===== config.mk =====
export PLATFORM = sky130hd
export DESIGN_NAME = uhprs_top
export DESIGN_NICKNAME = d
export VERILOG_FILES = /design/src/uhprs_pkg.sv /design/src/uhprs_port.sv /design/src/uhprs_top.sv
export SDC_FILE = /design/constraint.sdc
export NUM_CORES = 1
export LEC_CHECK = 0
export ABC_CLOCK_PERIOD_IN_PS = 1910
export BUFFER_PORTS_ARGS = -buffer_cell sky130_fd_sc_hd__buf_2
export CAP_MARGIN = 25
export CORE_MARGIN = 4
export CORE_UTILIZATION = 45
export DETAILED_ROUTE_END_ITERATION = 12
export PLACE_DENSITY = 0.83
export SYNTH_ARGS = -nofsm -noshare
export SYNTH_HDL_FRONTEND = slang
export SYNTH_SLANG_ARGS = --single-unit

===== constraint.sdc =====
create_clock -name clk_sys -period 1.91 [get_ports clk_sys]
set_clock_uncertainty 0.2 [all_clocks]
set_input_delay 0.0955 -clock clk_sys [delete_from_list [all_inputs] [get_ports clk_sys]]
set_output_delay 0.0955 -clock clk_sys [all_outputs]
set_load 0.1 [all_outputs]

===== src/uhprs_pkg.sv =====
// Contract
// Software sets the configure flag only as its final configuration step.
// Configure flag 0 routes every port to a companion classic controller.
// Configure flag 1 routes all ports to the enhanced controller.
// Port registers reset only on auxiliary power-up or controller reset.
// After reset each port shows no device connected and disabled.
// Port state changes are ignored until port power is on.
// Software waits up to 20 ms for port power to settle.
// Port n register sits at offset 64h plus 4 times (n minus 1).
// Wake-on-overcurrent enable in bit 22 makes overcurrent a wake event.
// Wake-on-disconnect enable in bit 21 makes disconnect a wake event.
// Wake-on-connect enable in bit 20 makes connect a wake event.
// Software writes reserved bits with their reset value.
// Ownership clears when configure flag rises, forced to 1 while flag is 0.
// Ownership 1 means a companion classic controller controls the port.
// Software writes to read-only port status fields are ignored.
package uhprs_pkg;

	localparam int          NPORT           = 2;
	localparam int          AW              = 8;
	localparam logic [7:0]  ADDR_CONFIGURE  = 8'h60;
	localparam logic [7:0]  ADDR_PORT_BASE  = 8'h64;
	localparam logic [7:0]  ADDR_PORT_STEP  = 8'h04;
	localparam logic [31:0] CONFIGURE_RESET = 32'h0000_0000;
	localparam int          CF_BIT          = 0;
	localparam int          WAKE_OC_BIT     = 22;
	localparam int          WAKE_DETACH_BIT = 21;
	localparam int          WAKE_ATTACH_BIT = 20;
	localparam int          OWNER_BIT       = 13;
	localparam logic [31:0] PORT_RESET      = 32'h0000_2000;

	// Field layout of one downstream status and control word, bit 31 first.
	typedef struct packed {
		logic [8:0] rsvd_hi;
		logic       wake_on_overcurrent_en;
		logic       wake_on_detach_en;
		logic       wake_on_attach_en;
		logic [3:0] test_select;
		logic [1:0] rsvd_mid;
		logic       companion_owner;
		logic       power_switch_on;
		logic [1:0] line_state;
		logic       rsvd_lo;
		logic       reset_active;
		logic       sleep_state;
		logic       forced_resume;
		logic       overcurrent_change;
		logic       overcurrent_active;
		logic       link_enable_change;
		logic       link_enabled;
		logic       connect_change;
		logic       connect_status;
	} uhprs_downstream_status_control_t;

	// Pins of one port facing the transceiver and power switch.
	typedef struct packed {
		logic       attach;
		logic       overcurrent;
		logic [1:0] line_state;
	} uhprs_pin_t;

endpackage : uhprs_pkg


===== src/uhprs_port.sv =====
`timescale 1ns/1ps
module uhprs_port
	import uhprs_pkg::*;
(
	input  wire logic          clk_sys,
	input  wire logic          rst,
	input  wire logic          aux_por,
	input  wire logic          cf_q,
	input  wire logic          cf_rise,
	input  wire logic          wr_en,
	input  wire uhprs_downstream_status_control_t wdata,
	input  wire uhprs_pin_t    pin,
	output uhprs_downstream_status_control_t      downstream_status_control_q,
	output logic               wake_q
);

	uhprs_downstream_status_control_t downstream_status_control_d;
	logic          wake_d;
	wire           port_rst    = rst | aux_por;
	wire           attach_rise = pin.attach & ~downstream_status_control_q.connect_status;
	wire           attach_fall = ~pin.attach & downstream_status_control_q.connect_status;
	wire           oc_rise     = pin.overcurrent & ~downstream_status_control_q.overcurrent_active;
	wire           powered     = downstream_status_control_q.power_switch_on;
	wire           state_wr    = wr_en & powered;
	wire           drop_enable = downstream_status_control_q.link_enabled & (attach_fall | pin.overcurrent | ~powered);

	// ==========================================================
	// Next state
	always_comb begin
		downstream_status_control_d = downstream_status_control_q;
		downstream_status_control_d.rsvd_hi  = '0;
		downstream_status_control_d.rsvd_mid = '0;
		downstream_status_control_d.rsvd_lo  = 1'b0;
		// status follows pins
		downstream_status_control_d.connect_status     = pin.attach;
		downstream_status_control_d.overcurrent_active = pin.overcurrent;
		downstream_status_control_d.line_state         = pin.line_state;
		downstream_status_control_d.reset_active       = 1'b0;
		downstream_status_control_d.overcurrent_change = downstream_status_control_q.overcurrent_change | (pin.overcurrent ^ downstream_status_control_q.overcurrent_active);
		if (wr_en) begin
			downstream_status_control_d.wake_on_overcurrent_en = wdata.wake_on_overcurrent_en;
			downstream_status_control_d.wake_on_detach_en      = wdata.wake_on_detach_en;
			downstream_status_control_d.wake_on_attach_en      = wdata.wake_on_attach_en;
			downstream_status_control_d.power_switch_on        = wdata.power_switch_on;
		end
		// power gates state
		if (state_wr) begin
			downstream_status_control_d.test_select   = wdata.test_select;
			downstream_status_control_d.sleep_state   = wdata.sleep_state;
			downstream_status_control_d.forced_resume = wdata.forced_resume;
			downstream_status_control_d.link_enabled  = wdata.link_enabled & pin.attach & ~downstream_status_control_q.companion_owner;
		end
		// Connect and enable change flags clear by writing one; a new event in the same cycle wins.
		if (wr_en && wdata.connect_change)
			downstream_status_control_d.connect_change = 1'b0;
		if (wr_en && wdata.link_enable_change)
			downstream_status_control_d.link_enable_change = 1'b0;
		if (attach_rise || attach_fall)
			downstream_status_control_d.connect_change = 1'b1;
		if (drop_enable) begin
			downstream_status_control_d.link_enabled       = 1'b0;
			downstream_status_control_d.link_enable_change = 1'b1;
		end
		// ownership follows flag
		if (!cf_q)
			downstream_status_control_d.companion_owner = 1'b1;
		else if (cf_rise)
			downstream_status_control_d.companion_owner = 1'b0;
		else if (wr_en)
			downstream_status_control_d.companion_owner = wdata.companion_owner;
	end

	// wake events
	assign wake_d = (downstream_status_control_q.wake_on_attach_en & attach_rise)
		| (downstream_status_control_q.wake_on_detach_en & attach_fall)
		| (downstream_status_control_q.wake_on_overcurrent_en & oc_rise);

	// ==========================================================
	// Registers
	// aux or controller reset
	always_ff @(posedge clk_sys) begin
		if (port_rst) begin
			downstream_status_control_q <= PORT_RESET;
			wake_q   <= 1'b0;
		end else begin
			downstream_status_control_q <= downstream_status_control_d;
			wake_q   <= wake_d;
		end
	end
endmodule : uhprs_port


===== src/uhprs_top.sv =====
`timescale 1ns/1ps
module uhprs_top
	import uhprs_pkg::*;
(
	input  wire logic                   clk_sys,
	input  wire logic                   rst,
	input  wire logic                   aux_por,
	input  wire logic                   reg_wr,
	input  wire logic                   reg_rd,
	input  wire logic [AW-1:0]          reg_addr,
	input  wire logic [31:0]            reg_wdata,
	input  wire uhprs_pin_t [NPORT-1:0] port_pin,
	output logic [31:0]                 reg_rdata_q,
	output logic                        configure_done_flag_q,
	output logic [NPORT-1:0]            route_companion_q,
	output logic [NPORT-1:0]            wake_q
);

	// ==========================================================
	// Configure flag
	logic          cf_prev_q;
	wire           cf_rise  = configure_done_flag_q & ~cf_prev_q;
	wire           cfg_hit  = (reg_addr == ADDR_CONFIGURE);
	wire           cfg_wr   = reg_wr & cfg_hit;
	wire           cf_d     = cfg_wr ? reg_wdata[CF_BIT] : configure_done_flag_q;

	// Only the flag itself is stored; reserved bits read back as zero.
	always_ff @(posedge clk_sys) begin
		if (rst) begin
			configure_done_flag_q <= CONFIGURE_RESET[CF_BIT];
			cf_prev_q             <= CONFIGURE_RESET[CF_BIT];
		end else begin
			configure_done_flag_q <= cf_d;
			cf_prev_q             <= configure_done_flag_q;
		end
	end

	// ==========================================================
	// Ports
	uhprs_downstream_status_control_t [NPORT-1:0] downstream_status_control;
	logic [NPORT-1:0]          port_hit;
	logic [NPORT-1:0]          owner_d;

	for (genvar n = 0; n < NPORT; n++) begin : g_port
		// port offset decode
		assign port_hit[n] = (reg_addr == ADDR_PORT_BASE + 8'(n) * ADDR_PORT_STEP);
		// owner picks controller
		assign owner_d[n]  = downstream_status_control[n].companion_owner;

		uhprs_port u_port (
			.clk_sys  (clk_sys),
			.rst      (rst),
			.aux_por  (aux_por),
			.cf_q     (configure_done_flag_q),
			.cf_rise  (cf_rise),
			.wr_en    (reg_wr & port_hit[n]),
			.wdata    (uhprs_downstream_status_control_t'(reg_wdata)),
			.pin      (port_pin[n]),
			.downstream_status_control_q (downstream_status_control[n]),
			.wake_q   (wake_q[n])
		);
	end

	// ==========================================================
	// Read path
	wire [31:0] rdata_d = !reg_rd    ? reg_rdata_q
		: cfg_hit     ? {31'h0000_0000, configure_done_flag_q}
		: port_hit[0] ? 32'(downstream_status_control[0])
		: port_hit[1] ? 32'(downstream_status_control[1])
		: 32'h0000_0000;

	// Routing is registered so it never glitches while software rewrites ownership.
	// default routing
	always_ff @(posedge clk_sys) begin
		if (rst) begin
			reg_rdata_q       <= 32'h0000_0000;
			route_companion_q <= '1;
		end else begin
			reg_rdata_q       <= rdata_d;
			route_companion_q <= owner_d;
		end
	end
endmodule : uhprs_top


==> summary.txt <==
================================================================================
Outcome                                                             finished, final reports clean
Seq/Total Area, Yosys                                                      0.495
Inserted Clock Buffers                                                         9
Seq cells post-synth                                                          63
Share of the core filled with cells in the final layout                    0.604
Setup violators final                                                          0
Post-synth EDFFs                                                               0
Cell occurring most often along the worst timing path               dlygate4sd3_1
Fin nets                                                                     432
Number of vias after detailed routing                                       2286
Count of input and output buffers                                             59
Min Tclk post-route                                                      1670 ps
Diodes inserted                                                                0
Cell accounting for the most synthesized area                            dfxtp_1
Dpl hpwl                                                                 3960 um
Number of global-route vias before repair                                   2162
Clock transition at the registers of the reported paths                    60 ps
Nature of the critical path startpoint                              primary input
Instance count of the mapped netlist                                         286
Final count of pins violating max slew                                         0
WP data arrival                                                          1680 ps
Final wirelength                                                         5970 um
Deepest clock path buffer count                                                2
Area share of the largest cell type after synthesis                        0.495
Via density per instance                                                    5.08
Final hold vios                                                                0
CTS root buf                                                            clkbuf_8
Least setup slack across all paths after layout                           242 ps
All-Layer GR Usage                                                         0.178
WP buf/inv                                                                     3
Placer congestion estimate                                                 0.771
Largest driver fanout on the critical path                                     9
Placement Cell Area                                                    2830 um^2
Max-cap viol count                                                             0
First-pass GRT wire length                                               9940 um
Placed insts                                                                 404
Data required time at the worst endpoint                                 1920 ps
Cell area after layout                                                 3320 um^2
HP Start                                                             reg_addr[1]
Cell family with most CP delay                                      buffers and inverters
Synthesized-area fraction occupied by and/or/nand/nor cells                0.193
Violation count after the first detailed-routing iteration                   182
Final TNS setup                                                             0 ps
Period utilization                                                         0.873
Worst path cell trace                                               dlygate4sd3_1, buf_2, nor2_2, dlygate4sd3_1, o211ai_1
DRC                                                                            0
Worst Setup SP                                                               rst
First-pass DRT Iterations                                                      4
Die extent in x                                                          83.3 um
Average cell area after synthesis                                      8.92 um^2
Die outline area                                                       6930 um^2
Post-layout instance count excluding filler cells                            450
Max stage delay on crit path                                              610 ps
Compound-gate portion of the synthesized area                              0.173
Fraction of final layout cells sized beyond drive strength 1               0.235
Post-Syn Area                                                          2550 um^2
Multiplexer share of the synthesized area                                 0.0118
Average wire per standard cell                                           13.3 um
Clock Sink Count                                                              63
Static leakage                                                           1.38 nW
Dominant combinational cell family by area after synthesis          simple AND/OR/NAND/NOR gates
Nature of the critical path endpoint                                        flop
Number of buffers added for setup after CTS                                    0
Worst hold-check path type                                          primary input to flop
Cell with the biggest individual delay on the critical path         dlygate4sd3_1
Reg-to-reg critical path startpoint                                 configure_done_flag_q
Area share of xor/xnor cells in the synthesized design                         0
Leading cell types by total area after synthesis                    dfxtp_1 (49%), o21ai_0 (7.1%), a22oi_1 (5.3%)
Starting Density                                                           0.463
Area growth, synth to finish                                               30.4%
Total I/O pin count                                                           90
Overflow left after global routing                                             0
Std-Cell Core Area                                                     5510 um^2
Timing-limited maximum frequency                                       0.600 GHz
Power density over cell area                                         827 nW/um^2
Worst Path Class, Setup                                             primary input to flop
Number of rows created at floorplan                                           27
Commonest register cell after synthesis                                  dfxtp_1
Hold Slack                                                               51.1 ps
Count of unique library cells instantiated by Yosys                           35
Clock insertion delay at the later pin of the skew report                 330 ps
Adder and majority cell fraction of the synthesized area                  0.0294
Total of warnings raised by yosys                                              0
Count of nets left with antenna violations after detail routing                0
Maximum number of pins on one net before global-route repair                  39
H-tree lvl count                                                               3
Async S/R FF share, synth                                                      0
TritonCTS clock tree                                                        done
PnR Total Power                                                          2.75 mW
Die H                                                                    83.3 um
Worst IR drop on VDD                                                    0.463 mV
Number of antenna violations at the first check in global routing              0
Worst slack at placement                                                  202 ps
Setup repair after global routing missed its margin                        false
================================================================================
flip-flops by register name (all words and copies together) (netlist names):
name	count
cf_prev_q	1
configure_done_flag_q	1
g_port.u_port.wake_q	2
g_port.u_port.powered	2
reg_rdata_q	19
g_port.u_port.downstream_status_control_q	36
route_companion_q	2
cell usage after synthesis, types with 7 or more instances:
cell	number
buf_4	17
dfxtp_1	63
o21ai_0	36
nand3_1	26
a22oi_1	18
a21oi_1	7
buf_2	8
nand2_1	32
nor2_1	9
inv_1	12
final timing paths:
kind                                                endpoint  slack (ps)  depth (start not counted)
min          g_port[0].u_port.downstream_status_control_q[2]          50                          5
max                                                     flop         240                          5
min reg2reg                                  reg_rdata_q[11]         240                          2
max reg2reg                                   reg_rdata_q[0]         300                          4
cell families (layout without fill, tap and decap cells):
group,after synthesis,in the layout
simple gates,95,95
compound gates,74,74
mux,3,3
buf+inv,44,124
other cells,1,13
flops,63,63
fa+ha+maj,6,6
timing repair:
action                    in CTS  in global routing
hold endpoints to repair      43                  0
gates resized for setup        0                  0
hold buffers                  30                  0
layout make-up:
cell class	instances	area (um^2)
Clock buffer	13	149
Clock inverter	3	42.5
Fill cell	496	2180
Inverter	12	45.0
Multi-Input combinational cell	191	1090
Sequential cell	63	1260
Tap cell	72	90.1
Timing Repair Buffer	96	648
cell usage in the layout (no fill, tap or decap):
cell type      instances
dfxtp_1               62
buf_2                 59
o21ai_0               36
nand2_1               32
dlygate4sd3_1         30
nand3_1               26
a22oi_1               18
conb_1                13
inv_1                 12
clkbuf_8              10
nor2_1                 9
a21oi_1                7
buf_4                  7
and2_1                 6
o21ai_1                6
ha_1                   6
nand4_1                5
or2_2                  3
mux2i_1                3
clkbuf_1               3
nor2_2                 2
nand2b_1               2
a222oi_1               2
or3_1                  2
a21boi_1               2
o211ai_1               2
and4bb_1               1
nor3b_2                1
nand3_2                1
and2b_1                1
nor2b_2                1
or4_1                  1
a32o_1                 1
nor3b_4                1
nor2b_1                1
clkinv_2               1
clkinvlp_4             1
bufinv_16              1
dfxtp_2                1
power breakdown:
group          switching, mW  internal (mW)
Combinational          0.206         0.0975
Sequential           0.00544           1.33
Clock                  0.478          0.638
layer usage:
layer | up-vias | global-route usage | routed length (um)
met5 | - | 0 | 0
met4 | 0 | 0.0802 | 89
met3 | 8 | 0.0536 | 513
met2 | 87 | 0.278 | 2760
met1 | 1050 | 0.226 | 2600
li1 | 1141 | - | -
tightest hold or removal path: stages:
cell and delay (ps):
buf_2 120, nor3b_4 60, nand3_1 100, or3_1 110
a21boi_1 50
Power figures use the tool's default switching activity.
